## config.mk

```make
export PLATFORM = sky130hd
export DESIGN_NAME = usbep_dev_flat
export DESIGN_NICKNAME = d
export VERILOG_FILES = /design/src/pkg/usbep_pkg.sv /design/src/pkg/usbep_if.sv /design/src/hw/usbep_dev.sv /design/src/flat_wrapper.sv
export SDC_FILE = /design/constraint.sdc
export NUM_CORES = 1
export LEC_CHECK = 0
export BUFFER_PORTS_ARGS = -buffer_cell sky130_fd_sc_hd__clkbuf_2
export CAP_MARGIN = 20
export CORE_AREA = 5 5 55 81
export CTS_BUF_LIST = sky130_fd_sc_hd__clkbuf_16
export DETAILED_ROUTE_END_ITERATION = 8
export DIE_AREA = 0 0 60 86
export PLACE_DENSITY = 0.82
export SLEW_MARGIN = 10
export SYNTH_ARGS = -nofsm -noshare
export SYNTH_HDL_FRONTEND = slang
export SYNTH_SLANG_ARGS = --single-unit
```

## constraint.sdc

```tcl
create_clock -name clk_i -period 3.27 [get_ports clk_i]
set_input_delay 0.327 -clock clk_i [delete_from_list [all_inputs] [get_ports clk_i]]
set_output_delay 0.327 -clock clk_i [all_outputs]
set_load 0.02 [all_outputs]
```

## src/pkg/usbep_pkg.sv

```systemverilog
/*
 * Shared constants and types for the endpoint status/control logic and its
 * register-side controller.
 * Assumes one 100 MHz clock for both ends and a packet engine on the same clock.
 */
package usbep_pkg;

    // ------------------------------------------------------------------
    // Endpoint set
    // ------------------------------------------------------------------
    localparam int EP_COUNT = 3;
    localparam int EP_W = 2;
    localparam logic [EP_W-1:0] PINGPONG_EP_LO = 2'h1;
    localparam logic [EP_W-1:0] PINGPONG_EP_HI = 2'h2;

    // ------------------------------------------------------------------
    // endpoint_status_control bit positions (low three bits read zero)
    // ------------------------------------------------------------------
    localparam int BIT_DIR = 7;
    localparam int BIT_B1 = 6;
    localparam int BIT_STALL = 5;
    localparam int BIT_IN_PACKET_READY = 4;
    localparam int BIT_STALL_SENT_OR_CRC_ERROR = 3;
    localparam logic [2:0] LOW_BITS_READ = 3'h0;
    localparam logic RST_BIT = 1'b0;

    // ------------------------------------------------------------------
    // Endpoint type encoding, tokens, events, handshakes
    // ------------------------------------------------------------------
    typedef enum logic [1:0] {
        EPT_CONTROL = 2'h0,
        EPT_ISO = 2'h1,
        EPT_BULK = 2'h2,
        EPT_INTR = 2'h3
    } usbep_eptype_t;

    typedef enum logic [1:0] {TOK_OUT, TOK_IN, TOK_SETUP} usbep_tok_t;

    typedef enum logic [2:0] {
        EV_NONE, EV_OUT_B1_STORED, EV_CRC_ERR, EV_IN_SENT, EV_IN_ACKED, EV_STALL_SENT
    } usbep_ev_t;

    typedef enum logic [2:0] {HS_NONE, HS_ACK, HS_NAK, HS_STALL, HS_DATA} usbep_hs_t;

    typedef struct packed {
        logic dir;
        logic b1;
        logic stall;
        logic in_packet_ready;
        logic stall_sent_or_crc_error;
    } usbep_epst_t;

    // ------------------------------------------------------------------
    // Controller registers on AHB-Lite (byte addresses)
    // ------------------------------------------------------------------
    localparam logic [7:0] OFS_ACCESS = 8'h00;
    localparam logic [7:0] OFS_RESULT = 8'h04;
    localparam logic [7:0] OFS_INT_STATUS = 8'h08;
    localparam logic [7:0] OFS_INT_MASK = 8'h0C;
    localparam int ACC_EP_LSB = 8;
    localparam int ACC_WRITE_BIT = 16;
    localparam int RES_BUSY_BIT = 8;
    localparam int INT_DONE_BIT = 0;
    localparam int INT_EP_LSB = 1;
    localparam int INT_W = 4;
    localparam logic [INT_W-1:0] INT_RST = 4'h0;
    localparam logic [31:0] WORD_ZERO = 32'h0000_0000;

endpackage : usbep_pkg

```

## src/pkg/usbep_if.sv

```systemverilog
/*
 * Register-side link between the controller and the endpoint logic.
 * Assumes both ends run on the same clock; strobes are one-cycle pulses.
 */
`timescale 1ns/10ps
interface usbep_if;
    import usbep_pkg::*;

    logic [EP_W-1:0] sel;
    logic wr;
    logic rd;
    logic [7:0] wdata;
    logic [7:0] rdata;
    logic rvalid;
    logic [EP_COUNT-1:0] ep_irq;

    // Endpoint logic end
    modport dev (input sel, input wr, input rd, input wdata,
                 output rdata, output rvalid, output ep_irq);
    // Controller end
    modport ctl (output sel, output wr, output rd, output wdata,
                 input rdata, input rvalid, input ep_irq);
endinterface : usbep_if

```

## src/hw/usbep_dev.sv

```systemverilog
/*
 * Endpoint status/control register bits (upper five) and the handshake
 * decisions they steer, for all endpoints.
 * Assumes the packet engine and configuration inputs share clk_i.
 */
// Added by the designer: the placing of the registers and the AHB-Lite slave port.
// Functional notes
// Direction bit honoured only on control endpoints
// Direction bit selects status phase direction
// Firmware sets direction first on setup interrupt
// Firmware clears direction for control OUT status; here OUT status (status_out) needs the direction bit set
// Bank-1 store sets flag, raises interrupt
// Bank-1 flag set NAKs OUT, not isochronous
// Firmware clears bank-1 flag after reading FIFO
// Stall request gives STALL handshake until cleared
// Firmware fills FIFO only while ready clear
// Ready with empty FIFO sends zero-length packet
// Firmware ends max-size transfers with zero-length
// Ready clears on send (iso) or ACK
// STALL sent sets stall-sent flag, interrupt
// SETUP received clears stall-sent flag
// Isochronous CRC error sets same flag, interrupt
// Endpoint type: control, iso, bulk, interrupt
// Access goes to the selected endpoint
`timescale 1ns/10ps
module usbep_dev
(
    input wire logic clk_i,
    input wire logic arst_n_i,
    usbep_if.dev bus,
    input wire usbep_pkg::usbep_eptype_t [usbep_pkg::EP_COUNT-1:0] ep_type_i,
    input wire logic [usbep_pkg::EP_COUNT-1:0] ep_int_en_i,
    input wire logic [usbep_pkg::EP_COUNT-1:0] pingpong_en_i,
    input wire logic ev_valid_i,
    input wire logic [usbep_pkg::EP_W-1:0] ev_ep_i,
    input wire usbep_pkg::usbep_ev_t ev_code_i,
    input wire logic tok_valid_i,
    input wire logic [usbep_pkg::EP_W-1:0] tok_ep_i,
    input wire usbep_pkg::usbep_tok_t tok_pid_i,
    input wire logic tok_bank1_i,
    input wire logic tok_fifo_empty_i,
    output logic hs_valid_o,
    output usbep_pkg::usbep_hs_t hs_code_o,
    output logic zlp_o,
    output logic [usbep_pkg::EP_COUNT-1:0] status_out_o
);
    import usbep_pkg::*;

    // ------------------------------------------------------------------
    // State
    // ------------------------------------------------------------------
    typedef struct packed {
        usbep_epst_t [EP_COUNT-1:0] ep;
        logic [7:0] rdata;
        logic rvalid;
        logic [EP_COUNT-1:0] irq;
        logic hs_valid;
        usbep_hs_t hs_code;
        logic zlp;
        logic [EP_COUNT-1:0] status_out;
    } usbep_dev_st_t;

    usbep_dev_st_t st;
    usbep_dev_st_t next_st;

    // ------------------------------------------------------------------
    // Next-state logic
    // ------------------------------------------------------------------
    // Order matters: firmware write first, hardware events after, so a
    // hardware set in the same cycle as a firmware clear survives.
    always_comb
    begin
        usbep_eptype_t ev_type;
        usbep_eptype_t tok_type;
        usbep_epst_t cur;
        logic ev_ok;
        logic tok_ok;
        ev_type = EPT_CONTROL;
        tok_type = EPT_CONTROL;
        cur = '0;
        ev_ok = 1'b0;
        tok_ok = 1'b0;
        next_st = st;
        next_st.rvalid = 1'b0;
        next_st.hs_valid = 1'b0;

        // Firmware write to the selected endpoint
        if (bus.wr && (bus.sel < EP_COUNT))
        begin
            next_st.ep[bus.sel].dir = bus.wdata[BIT_DIR];
            next_st.ep[bus.sel].stall = bus.wdata[BIT_STALL];
            next_st.ep[bus.sel].in_packet_ready = bus.wdata[BIT_IN_PACKET_READY];
            // Software can only clear the flags (SETUP also clears stall-sent), writing one keeps them
            next_st.ep[bus.sel].b1 = st.ep[bus.sel].b1 & bus.wdata[BIT_B1];
            next_st.ep[bus.sel].stall_sent_or_crc_error = st.ep[bus.sel].stall_sent_or_crc_error & bus.wdata[BIT_STALL_SENT_OR_CRC_ERROR];
        end

        // Firmware read; unmapped endpoint reads zero
        if (bus.rd)
        begin
            next_st.rvalid = 1'b1;
            next_st.rdata = 8'h00;
            if (bus.sel < EP_COUNT)
            begin
                cur = st.ep[bus.sel];
                next_st.rdata = {cur.dir, cur.b1, cur.stall, cur.in_packet_ready, cur.stall_sent_or_crc_error,
                                 LOW_BITS_READ};
            end
        end

        // Packet engine events
        ev_ok = ev_valid_i && (ev_ep_i < EP_COUNT);
        if (ev_ok)
        begin
            ev_type = ep_type_i[ev_ep_i];
            case (ev_code_i)
                EV_OUT_B1_STORED:
                begin
                    // Only endpoints 1 and 2 own a second bank
                    if (pingpong_en_i[ev_ep_i] && (ev_ep_i >= PINGPONG_EP_LO)
                        && (ev_ep_i <= PINGPONG_EP_HI))
                    begin
                        next_st.ep[ev_ep_i].b1 = 1'b1;
                    end
                end
                EV_CRC_ERR:
                begin
                    if (ev_type == EPT_ISO)
                    begin
                        next_st.ep[ev_ep_i].stall_sent_or_crc_error = 1'b1;
                    end
                end
                EV_IN_SENT:
                begin
                    if (ev_type == EPT_ISO)
                    begin
                        next_st.ep[ev_ep_i].in_packet_ready = 1'b0;
                    end
                end
                EV_IN_ACKED:
                begin
                    if (ev_type != EPT_ISO)
                    begin
                        next_st.ep[ev_ep_i].in_packet_ready = 1'b0;
                    end
                end
                EV_STALL_SENT:
                begin
                    if ((ev_type != EPT_ISO) && st.ep[ev_ep_i].stall)
                    begin
                        next_st.ep[ev_ep_i].stall_sent_or_crc_error = 1'b1;
                    end
                end
                default:
                begin
                    next_st.ep[ev_ep_i] = next_st.ep[ev_ep_i];
                end
            endcase
        end

        // Handshake decision for a token
        tok_ok = tok_valid_i && (tok_ep_i < EP_COUNT);
        if (tok_ok)
        begin
            next_st.hs_valid = 1'b1;
            next_st.zlp = 1'b0;
            tok_type = ep_type_i[tok_ep_i];
            cur = st.ep[tok_ep_i];
            case (tok_pid_i)
                TOK_SETUP:
                begin
                    next_st.hs_code = HS_ACK;
                    // Setup wins over any stall-sent set this cycle
                    if (tok_type != EPT_ISO)
                    begin
                        next_st.ep[tok_ep_i].stall_sent_or_crc_error = 1'b0;
                    end
                end
                TOK_OUT:
                begin
                    if (tok_type == EPT_ISO)
                        next_st.hs_code = HS_NONE;
                    else if (cur.stall)
                        next_st.hs_code = HS_STALL;
                    else if (tok_bank1_i && cur.b1)
                        next_st.hs_code = HS_NAK;
                    else
                        next_st.hs_code = HS_ACK;
                end
                TOK_IN:
                begin
                    if ((tok_type != EPT_ISO) && cur.stall)
                        next_st.hs_code = HS_STALL;
                    else if (cur.in_packet_ready)
                    begin
                        next_st.hs_code = HS_DATA;
                        next_st.zlp = tok_fifo_empty_i;
                    end
                    else if (tok_type == EPT_ISO)
                        next_st.hs_code = HS_NONE;
                    else
                        next_st.hs_code = HS_NAK;
                end
                default:
                begin
                    next_st.hs_code = HS_NONE;
                end
            endcase
        end

        // Per-endpoint interrupt and status direction
        for (int i = 0; i < EP_COUNT; i++)
        begin
            next_st.irq[i] = ep_int_en_i[i]
                & (next_st.ep[i].b1 | next_st.ep[i].stall_sent_or_crc_error);
            // Data stage IN (dir set) means an OUT status phase
            next_st.status_out[i] = (ep_type_i[i] == EPT_CONTROL)
                & next_st.ep[i].dir;
        end
    end

    // ------------------------------------------------------------------
    // Registers
    // ------------------------------------------------------------------
    always_ff @(posedge clk_i or negedge arst_n_i)
    begin
        if (!arst_n_i)
        begin
            st <= '0;
        end
        else
        begin
            st <= next_st;
        end
    end

    // Outputs straight from flops
    assign bus.rdata = st.rdata;
    assign bus.rvalid = st.rvalid;
    assign bus.ep_irq = st.irq;
    assign hs_valid_o = st.hs_valid;
    assign hs_code_o = st.hs_code;
    assign zlp_o = st.zlp;
    assign status_out_o = st.status_out;

endmodule : usbep_dev

```

## src/flat_wrapper.sv

```systemverilog
// flat-port wrapper written by rule: the top's interface ports become plain ports
module usbep_dev_flat import usbep_pkg::*;
  (clk_i, arst_n_i, ep_type_i, ep_int_en_i, pingpong_en_i, ev_valid_i, ev_ep_i, ev_code_i, tok_valid_i, tok_ep_i, tok_pid_i, tok_bank1_i, tok_fifo_empty_i, hs_valid_o, hs_code_o, zlp_o, status_out_o, bus_sel, bus_wr, bus_rd, bus_wdata, bus_rdata, bus_rvalid, bus_ep_irq);
  usbep_if bus_i ();
  input wire logic clk_i;
  input wire logic arst_n_i;
  input wire usbep_pkg::usbep_eptype_t [usbep_pkg::EP_COUNT-1:0] ep_type_i;
  input wire logic [usbep_pkg::EP_COUNT-1:0] ep_int_en_i;
  input wire logic [usbep_pkg::EP_COUNT-1:0] pingpong_en_i;
  input wire logic ev_valid_i;
  input wire logic [usbep_pkg::EP_W-1:0] ev_ep_i;
  input wire usbep_pkg::usbep_ev_t ev_code_i;
  input wire logic tok_valid_i;
  input wire logic [usbep_pkg::EP_W-1:0] tok_ep_i;
  input wire usbep_pkg::usbep_tok_t tok_pid_i;
  input wire logic tok_bank1_i;
  input wire logic tok_fifo_empty_i;
  output logic hs_valid_o;
  output usbep_pkg::usbep_hs_t hs_code_o;
  output logic zlp_o;
  output logic [usbep_pkg::EP_COUNT-1:0] status_out_o;
  input wire logic [$bits(bus_i.sel)-1:0] bus_sel;
  input wire logic [$bits(bus_i.wr)-1:0] bus_wr;
  input wire logic [$bits(bus_i.rd)-1:0] bus_rd;
  input wire logic [$bits(bus_i.wdata)-1:0] bus_wdata;
  output wire logic [$bits(bus_i.rdata)-1:0] bus_rdata;
  output wire logic [$bits(bus_i.rvalid)-1:0] bus_rvalid;
  output wire logic [$bits(bus_i.ep_irq)-1:0] bus_ep_irq;
  assign bus_i.sel = bus_sel;
  assign bus_i.wr = bus_wr;
  assign bus_i.rd = bus_rd;
  assign bus_i.wdata = bus_wdata;
  assign bus_rdata = bus_i.rdata;
  assign bus_rvalid = bus_i.rvalid;
  assign bus_ep_irq = bus_i.ep_irq;
  usbep_dev u_core (.clk_i(clk_i), .arst_n_i(arst_n_i), .bus(bus_i), .ep_type_i(ep_type_i), .ep_int_en_i(ep_int_en_i), .pingpong_en_i(pingpong_en_i), .ev_valid_i(ev_valid_i), .ev_ep_i(ev_ep_i), .ev_code_i(ev_code_i), .tok_valid_i(tok_valid_i), .tok_ep_i(tok_ep_i), .tok_pid_i(tok_pid_i), .tok_bank1_i(tok_bank1_i), .tok_fifo_empty_i(tok_fifo_empty_i), .hs_valid_o(hs_valid_o), .hs_code_o(hs_code_o), .zlp_o(zlp_o), .status_out_o(status_out_o));
endmodule
```

==> flow_metrics.tcl, run 1 <==
set metrics [dict create \
    status "finished, final reports clean" \
    cp.required_ps 3430 \
    wl_per_cell_um 16.68 \
    dp_hpwl_um 3507 \
    setup_viol 0 \
    gr-total-overflow 0 \
    cp_cell_sequence "clkbuf_2 > nor2b_1 > a221o_2 > mux2i_2 > and4b_1 > o31a_1" \
    wl_um 4637 \
    drive_gt1_share_pct 31.06 \
    fin_cells 278 \
    synthTopCellsByCount "dfrtp_1 (32), nor2_1 (18), buf_4 (17)" \
    cts.clk_slew.worst_paths_ps 50 \
    finalCriticalPeriod_ps 1612 \
    die_h_um 86 \
    vias_per_cell 5.802 \
    first_pass_iters 4 \
    clock-sinks 32 \
    ant_nets 0 \
    synth_top_area_share_pct 41.48 \
    slew_viol_final 0 \
    cpPeakStageDelay_ps 430 \
    hold_class "input port to async pin" \
    relSlewSlack_pct 45.16 \
    synth_edf_count 0 \
    synth_flop_cell "dfrtp_1" \
    hold_violations 0 \
    track_usage_pct 19.82 \
    async_flop_share_pct 100.0 \
    n_antenna_cell 0 \
    p_total_uw 1213 \
    path_depth 6 \
    synth.area.top_cells "dfrtp_1 (41%), buf_4 (6.6%), mux2i_1 (6.2%), a21oi_1 (4.1%), mux2_2 (4.1%)" \
    syn_to_final_growth_pct 15.62 \
    rr_endpoint "u_core.bus.ep_irq[1]" \
    first_iter_violations 94 \
    p_leak_uw 0.001075 \
    finalClockSkew_ps 2.968 \
    ir_worst_vdd_uv 338.2 \
    dieArea_um2 5160 \
    r2r_setup_slack_ps 1710 \
    whs_ps 133.2 \
    root_buffer "clkbuf_16" \
    synth-seq-cells 32 \
    syn_inst 200 \
    endpoint "u_core.bus.ep_irq[0]" \
    port_buffers 51 \
    ys_warn_count 0 \
    yosysMostFrequentCell "dfrtp_1" \
    fin_tns_setup_ps 0 \
    cap_violations 0 \
    core_area_um2 3649 \
    htreeDepth 2 \
    max_freq_mhz 620.4 \
    cts_tree "yes" \
    clk_latency_ps 280 \
    rsz0062_at_grt "false" \
    cts_resized 0 \
    vias 1613 \
    r2r_start "u_core.st[27]" \
    r2r_cells 5 \
    clk_path_buf_depth 2 \
    avgSynthCellArea_um2 9.653 \
    critPathKind "input port to flip-flop" \
    grt_pass1_vias 1621 \
    crit_path_end_kind "flip-flop" \
    grt_pass1_wl_um 7707 \
    post_cts_buffers 0 \
    grt_max_degree 33 \
    critPathTopFamily "compound AO/OA/AOI/OAI gates" \
    syn_area_um2 1931 \
    critPathLaunchType "input port" \
    rows 27 \
    place_congestion 0.9141 \
    cts-buffers-inserted 5 \
    arrival_ps 1770 \
    yosysSeqAreaShare_pct 41.48 \
    cts_hold_buf 0 \
    synth_top_area_cell "dfrtp_1" \
    ys_types 49 \
    power.density_nw_per_um2 543.3 \
    dp.cells 270 \
    path_buf_inv 1 \
    io_pins 59 \
    antenna_found_initial 0 \
    worst_slew_pin_slew_ps 822.5 \
    nets 273 \
    drc_errors 0 \
    fp.dieW_um 60 \
    critPathMaxFanout 10 \
    critPathSlowestCell "a221o_2" \
    crit_start "ev_ep_i[0]" \
    post-route-period-util_pct 49.29 \
    start_util_pct 52.91 \
]
==> sequential cells by signal, indices dropped and copies added (netlist names) <==
| name | flops |
|---|---|
| u_core.bus.ep_irq | 3 |
| u_core.bus.rdata | 5 |
| u_core.bus.rvalid | 1 |
| u_core.hs_code_o | 3 |
| u_core.hs_valid_o | 1 |
| u_core.st | 15 |
| u_core.status_out_o | 3 |
| u_core.zlp_o | 1 |
==> per-stage QoR <==
| step | instance area (um2) | util (%) | worst slack (ps) |
|---|---|---|---|
| 5_1_grt | 2232 | 61.18 | 1530 |
| 3_5_place_dp | 2069 | 56.72 | 1367 |
| 2_1_floorplan | 1938 | - | 1573 |
| 4_1_cts | 2232 | 61.18 | 1661 |
| 6_report | 2232 | 61.18 | 1658 |
| 3_3_place_gp | 2069 | 56.72 | 1387 |
==> cell usage in the layout (no fill, tap or decap), types with 3 or more instances in the layout <==
| cell | count |
|---|---|
| clkbuf_2 | 51 |
| dfrtp_1 | 32 |
| nor2_1 | 18 |
| a21oi_1 | 16 |
| nand2_1 | 13 |
| mux2i_1 | 12 |
| o21ai_0 | 11 |
| mux2_2 | 7 |
| nand3_1 | 6 |
| inv_1 | 5 |
| clkbuf_16 | 5 |
| nand3b_1 | 4 |
| nor3b_1 | 4 |
| nor2b_1 | 3 |
| conb_1 | 3 |
==> power breakdown <==
group | total, uW | leakage [uW] | switching, uW | internal, uW
registers | 474 | 0.000409 | 32.7 | 442
logic | 223 | 0.000588 | 131 | 92.0
clock network | 515 | 0.0000789 | 162 | 353
==> logic make-up (layout without fill, tap and decap cells) <==
group / count (synthesis) / count (layout) / share of synthesized area (%)
compound gates: 50 / 50 / 17.11
xor+xnor: 2 / 2 / 0.9075
buf+inv: 31 / 64 / 10.17
flops: 32 / 32 / 41.48
mux: 20 / 20 / 11.02
other cells: 1 / 3 / 0.1942
simple gates: 64 / 64 / 19.12
==> worst min path at each step <==
stage / from / to / cells after the start
floorplan: arst_n_i / u_core.bus.ep_irq[0] / 0
global placement: arst_n_i / u_core.bus.rdata[7] / 1
detailed placement: arst_n_i / u_core.bus.rdata[7] / 1
CTS: arst_n_i / u_core.bus.rdata[7] / 1
global route: arst_n_i / u_core.bus.rdata[7] / 1
finish: arst_n_i / u_core.bus.rdata[7] / 1
==> routing by layer <==
layer / global-route usage [%] / vias up / share of wire [%]
met5: 0 / - / 0
met1: 22.58 / 764 / 38
li1: - / 768 / -
met4: 12.30 / 0 / 4.3
met2: 33.37 / 63 / 53
met3: 3.012 / 18 / 5.3
==> area by class of cell <==
cell class	count	area [um2]
repair buffers	51	255.2
flip-flops and latches	32	800.8
inverters	5	18.77
multi-input cells	139	940.9
fillers	335	1416
clock buffers	5	125.1
well taps	43	53.80
clock inverters	3	37.54
No activity file was read; power rests on OpenSTA's default activity.
==> run 2: changes to the inputs <==
CORE_AREA = 5 5 57 84   (was 5 5 55 81)
DIE_AREA = 0 0 62 89   (was 0 0 60 86)
PLACE_DENSITY = 0.77   (was 0.82)
clock period = 1.6 ns   (was 3.27 ns; I/O delays follow)
==> run 2 against run 1 <==
Compared with the run above: largest power group is now sequential cells; highest routed layer unchanged; clock-buffer cell count is the same; global-route usage decreased by 1.3 points; largest cell class unchanged; final cell count is 6.8% higher; core utilization is 1.0 points lower; register-to-register slack got worse by 1600 ps; clock skew hardly changed; critical path type is now flip-flop to flip-flop; sequential power up 100%.
==> flow_metrics.tcl, run 2 (synthesis gave the netlist of run 1 again) <==
set metrics [dict create \
    status "finished, final reports clean" \
    cp_cell_sequence "nand3b_1 > a221o_2 > mux2i_4 > nand2_1 > a41oi_2" \
    mostFrequentLayoutCell "clkbuf_2" \
    rows 28 \
    grt_pass1_vias 1618 \
    first_iter_violations 77 \
    critPathMaxFanout 4 \
    gr-total-overflow 0 \
    critPathSlowestCell "dfrtp_1" \
    io_pins 59 \
    multi_input_area_um2 957.2 \
    drive_gt1_share_pct 36.11 \
    ir_worst_vdd_uv 681.4 \
    first_pass_iters 4 \
    cpPeakStageDelay_ps 390 \
    p_leak_uw 0.001156 \
    track_usage_pct 18.53 \
    path_buf_inv 0 \
    p_sw_uw 659.0 \
    core_area_um2 3924 \
    seqPwrFrac_pct 41.4 \
    grt_max_degree 33 \
    dieArea_um2 5518 \
    vias_per_cell 5.606 \
    hold_violations 0 \
    cts_tree "yes" \
    rsz0062_at_grt "false" \
    start_util_pct 49.20 \
    final_cell_mix "clkbuf_2 (51), dfrtp_1 (32), nor2_1 (18)" \
    port_buffers 51 \
    n_antenna_cell 0 \
    finalCriticalPeriod_ps 1509 \
    antenna_found_initial 0 \
    wl_um 4713 \
    switching_share_pct 28.15 \
    dr_wl_met2_um 2502 \
    dp_hpwl_um 3741 \
    wl_met3_um 306 \
    regArea_um2 800.8 \
    critPathKind "flip-flop to flip-flop" \
    wl_per_cell_um 15.87 \
    cap_violations 0 \
    place_congestion 0.9305 \
    crit_path_end_kind "flip-flop" \
    cp.required_ps 1780 \
    cts-buffers-inserted 5 \
    nFillCells 356 \
    clk_latency_ps 270 \
    wl_met1_um 1813 \
    drc_errors 0 \
    critPathLaunchType "flip-flop" \
    largest_reg_flops 15 \
    root_buffer "clkbuf_16" \
    nets 291 \
    fin_tns_setup_ps 0 \
    p_int_uw 1682 \
    top_layer "met4" \
    p_clk_share_pct 37.4 \
    fp.dieW_um 62 \
    syn_to_final_growth_pct 22.23 \
    grt_pass1_wl_um 7465 \
    finalClockSkew_ps 2.962 \
    fin_cells 297 \
    cts.clk_slew.worst_paths_ps 50 \
    combPwrFrac_pct 21.3 \
    critPathTopFamily "compound AO/OA/AOI/OAI gates" \
    die_h_um 89 \
    slew_viol_final 0 \
    dp.cells 289 \
    top_register "u_core.st" \
    clk_path_buf_depth 2 \
    post-route-period-util_pct 94.30 \
    ant_nets 0 \
    vias 1665 \
    clock-sinks 32 \
    setup_viol 0 \
    r2r_setup_slack_ps 90 \
    htreeDepth 2 \
    max_freq_mhz 662.8 \
    power.density_nw_per_um2 991.9 \
    hold_class "input port to flip-flop" \
    arrival_ps 1690 \
]
==> run 2: cell count changes in the layout (fill, tap and decap cells not counted) <==
cell	delta
bufinv_16	-1
inv_1	+1
mux2i_2	-1
buf_4	+17
clkinv_1	-2
a41oi_2	+1
dlygate4sd3_1	+1
mux2i_4	+1
clkinv_2	+1
a41oi_1	-1
==> run 2: per-stage QoR <==
step	total power, uW	util, %	worst slack (ps)	hold slack, ps	cell area, um2
after floorplan	1319	-	70.09	-135.6	1938
after global placement	1459	56.06	-24.42	199.1	2200
after detailed placement	1471	56.06	-33.52	210.4	2200
after CTS	2351	59.73	48.85	46.18	2344
after global routing	2446	60.14	18.19	50.31	2360
final	2341	60.14	91.27	48.14	2360
==> run 2: path summary, 6_finish.rpt <==
kind / startpoint / end / cells past startpoint
min: ep_type_i[3] / u_core.status_out_o[1] / 2
min reg2reg: u_core.hs_code_o[2] / u_core.hs_code_o[2] / 2
max reg2reg: u_core.st[32] / u_core.bus.ep_irq[1] / 5
max: u_core.st[32] / u_core.bus.ep_irq[1] / 5
max in group asynchronous: arst_n_i / u_core.st[23] / 3
min in group asynchronous: arst_n_i / u_core.status_out_o[0] / 3
==> run 2: power by group through the flow <==
stage | clock [uW] | sequential [uW] | combinational, uW
final | 875 | 968 | 498
after global routing | 920 | 977 | 550
after CTS | 888 | 966 | 497
after detailed placement | 0 | 980 | 491
after global placement | 0 | 975 | 484
after floorplan | 0 | 965 | 354
==> run 2: worst reg2reg max path, cell delays in order, from the launching register on <==
cell and delay [ps]:
dfrtp_1 390, nand3b_1 90, a221o_2 390, mux2i_4 200
nand2_1 120, a41oi_2 220
==> run 2: final cells by class <==
class | instances | area share, %
Clock buffer | 5 | 5.302
Clock inverter | 2 | 0.3712
Inverter | 5 | 0.7953
Multi-Input combinational cell | 139 | 40.56
Sequential cell | 32 | 33.93
Tap cell | 45 | 2.386
Timing Repair Buffer | 69 | 16.65
==> run 2: repair_timing <==
| action | 4_1_cts | 5_1_grt |
|---|---|---|
| buffers inserted | 0 | 0 |
| gates resized for setup | 0 | 2 |
| endpoints found under the hold margin | 32 | 0 |
| hold buffers | 1 | 0 |
| setup endpoints to repair | 0 | 1 |
==> run 2: per-layer routing <==
layer	vias up	global-route usage, %
li1	810	-
met1	791	20.69
met2	55	33.02
met3	9	3.613
met4	0	7.722
met5	-	0
==> run 3: changes to the inputs <==
BUFFER_PORTS_ARGS = -buffer_cell sky130_fd_sc_hd__buf_2   (was -buffer_cell sky130_fd_sc_hd__clkbuf_2)
CELL_PAD_IN_SITES_DETAIL_PLACEMENT = 1   (was not set)
CELL_PAD_IN_SITES_GLOBAL_PLACEMENT = 1   (was not set)
CORE_AREA = 5 5 65 96   (was 5 5 57 84)
CTS_BUF_LIST = sky130_fd_sc_hd__clkbuf_8 sky130_fd_sc_hd__clkbuf_16   (was sky130_fd_sc_hd__clkbuf_16)
DIE_AREA = 0 0 70 101   (was 0 0 62 89)
PLACE_DENSITY = not set   (was 0.77)
PLACE_DENSITY_LB_ADDON = 0.1   (was not set)
==> run 3 against run 2 <==
Compared with the run above: clock skew increased by 0.69 ps; worst setup slack better by 16 ps; clock-buffer cell count grew 1; register-to-register slack better by 20 ps; sequential cell count did not move; routed wire length up 11%; clock power fell by 28%; critical path depth unchanged; critical endpoint unchanged.
==> flow_metrics.tcl, run 3 (synthesis gave the netlist of run 1 again) <==
set metrics [dict create \
    die_h_um 101 \
    io_pins 59 \
    rsz0062_at_grt "false" \
    cts_tree "yes" \
    stdcell_area_um2 2369 \
    track_usage_pct 15.74 \
    vias 1645 \
    top_register "u_core.st" \
    nets 294 \
    power.density_nw_per_um2 887.4 \
    htreeDepth 2 \
    clk_path_buf_depth 2 \
    first_iter_violations 29 \
    fp.dieW_um 70 \
    fin_cells 326 \
    p_leak_uw 0.001154 \
    grt_pass1_vias 1805 \
    hold_violations 0 \
    ant_nets 0 \
    finish.utilization_pct 44.13 \
    crit_path_end_kind "flip-flop" \
    critPathLaunchType "flip-flop" \
    cts-buffers-inserted 5 \
    status "finished, final reports clean" \
    critPathMaxFanout 4 \
    vias_per_cell 5.046 \
    finalClockSkew_ps 3.655 \
    placed_area_um2 2253 \
    regArea_um2 800.8 \
    antenna_found_initial 0 \
    cap_violations 0 \
    dp.cells 317 \
    post-route-period-util_pct 93.27 \
    mostFrequentLayoutCell "buf_2" \
    nFillCells 659 \
    slew_viol_final 0 \
    post_cts_buffers 0 \
    max_freq_mhz 670.1 \
    clock-sinks 32 \
    hold_class "input port to flip-flop" \
    first_pass_iters 4 \
    whs_ps 36.09 \
    cp.required_ps 1790 \
    gr-total-overflow 0 \
    grt_max_degree 33 \
    wl_um 5220 \
    dp_hpwl_um 4288 \
    setup_viol 0 \
    multi_input_area_um2 955.9 \
    n_antenna_cell 0 \
    clk_latency_ps 280 \
    rows 33 \
    drive_gt1_share_pct 36.72 \
    fin_tns_setup_ps 0 \
    place_congestion 0.7647 \
    root_buffer "clkbuf_8" \
    dieArea_um2 7070 \
    port_buffers 51 \
    drc_errors 0 \
    finalCriticalPeriod_ps 1492 \
    largest_reg_flops 15 \
    final_cell_mix "buf_2 (51), dfrtp_1 (32), buf_4 (20)" \
    core_area_um2 5368 \
    arrival_ps 1690 \
    ir_worst_vdd_uv 296.8 \
    critPathKind "flip-flop to flip-flop" \
    wl_per_cell_um 16.01 \
    start_util_pct 35.97 \
    cts.clk_slew.worst_paths_ps 70 \
    syn_to_final_growth_pct 22.68 \
    grt_pass1_wl_um 8680 \
]
run 3: layout make-up:
type                       count  area share, %
multi-input combinational    139          40.36
sequential                    32          33.81
timing repair buffer          72          17.54
tap                           70          3.698
clock buffer                   6          3.487
inverter                       5         0.7924
clock inverter                 2         0.3170
run 3: worst max-delay path, stage by stage (launching register included):
cell      delay, ps
dfrtp_1         400
o21bai_1         80
a221o_2         370
mux2i_4         190
nand2_1         130
a41oi_1         230
run 3: timing repair:
action / in CTS / in global routing
hold endpoints to repair: 32 / 0
hold buffers: 1 / 0
gates resized for setup: 0 / 2
endpoints found under the setup margin: 0 / 2
run 3: path summary, 6_finish.rpt:
check                                     from                      to  slack (ps)  cells past startpoint
max reg2reg                      u_core.st[22]    u_core.bus.ep_irq[1]         110                      5
min                               ep_type_i[3]  u_core.status_out_o[1]          40                      2
min reg2reg                u_core.hs_code_o[2]     u_core.hs_code_o[2]         470                      2
min in group asynchronous             arst_n_i  u_core.status_out_o[2]         430                      3
max                              u_core.st[22]    u_core.bus.ep_irq[1]         110                      5
max in group asynchronous             arst_n_i       u_core.hs_valid_o         860                      3
run 3: routing by layer:
layer / wire length, um / global-route usage (%) / share of wire (%) / up-vias
met5: 0 / 0 / 0 / -
met1: 1939 / 16.36 / 37 / 791
met4: 105 / 6.047 / 2.0 / 0
met3: 244 / 3.493 / 4.7 / 8
li1: - / - / - / 810
met2: 2931 / 30.30 / 56 / 36
run 3: stage by stage:
stage | setup slack [ps] | total power [uW]
after global routing | 10.54 | 2228
after floorplan | 70.09 | 1319
final | 107.7 | 2102
after global placement | -28.40 | 1479
after detailed placement | -46.30 | 1489
after CTS | 15.31 | 2128
run 3: power by group:
part	switching [uW]	leakage, uW	internal, uW	total [uW]
registers	57.3	0.000409	901	959
clock network	290	0.0000538	338	628
logic	283	0.000692	232	516
total	631	0.00115	1470	2100
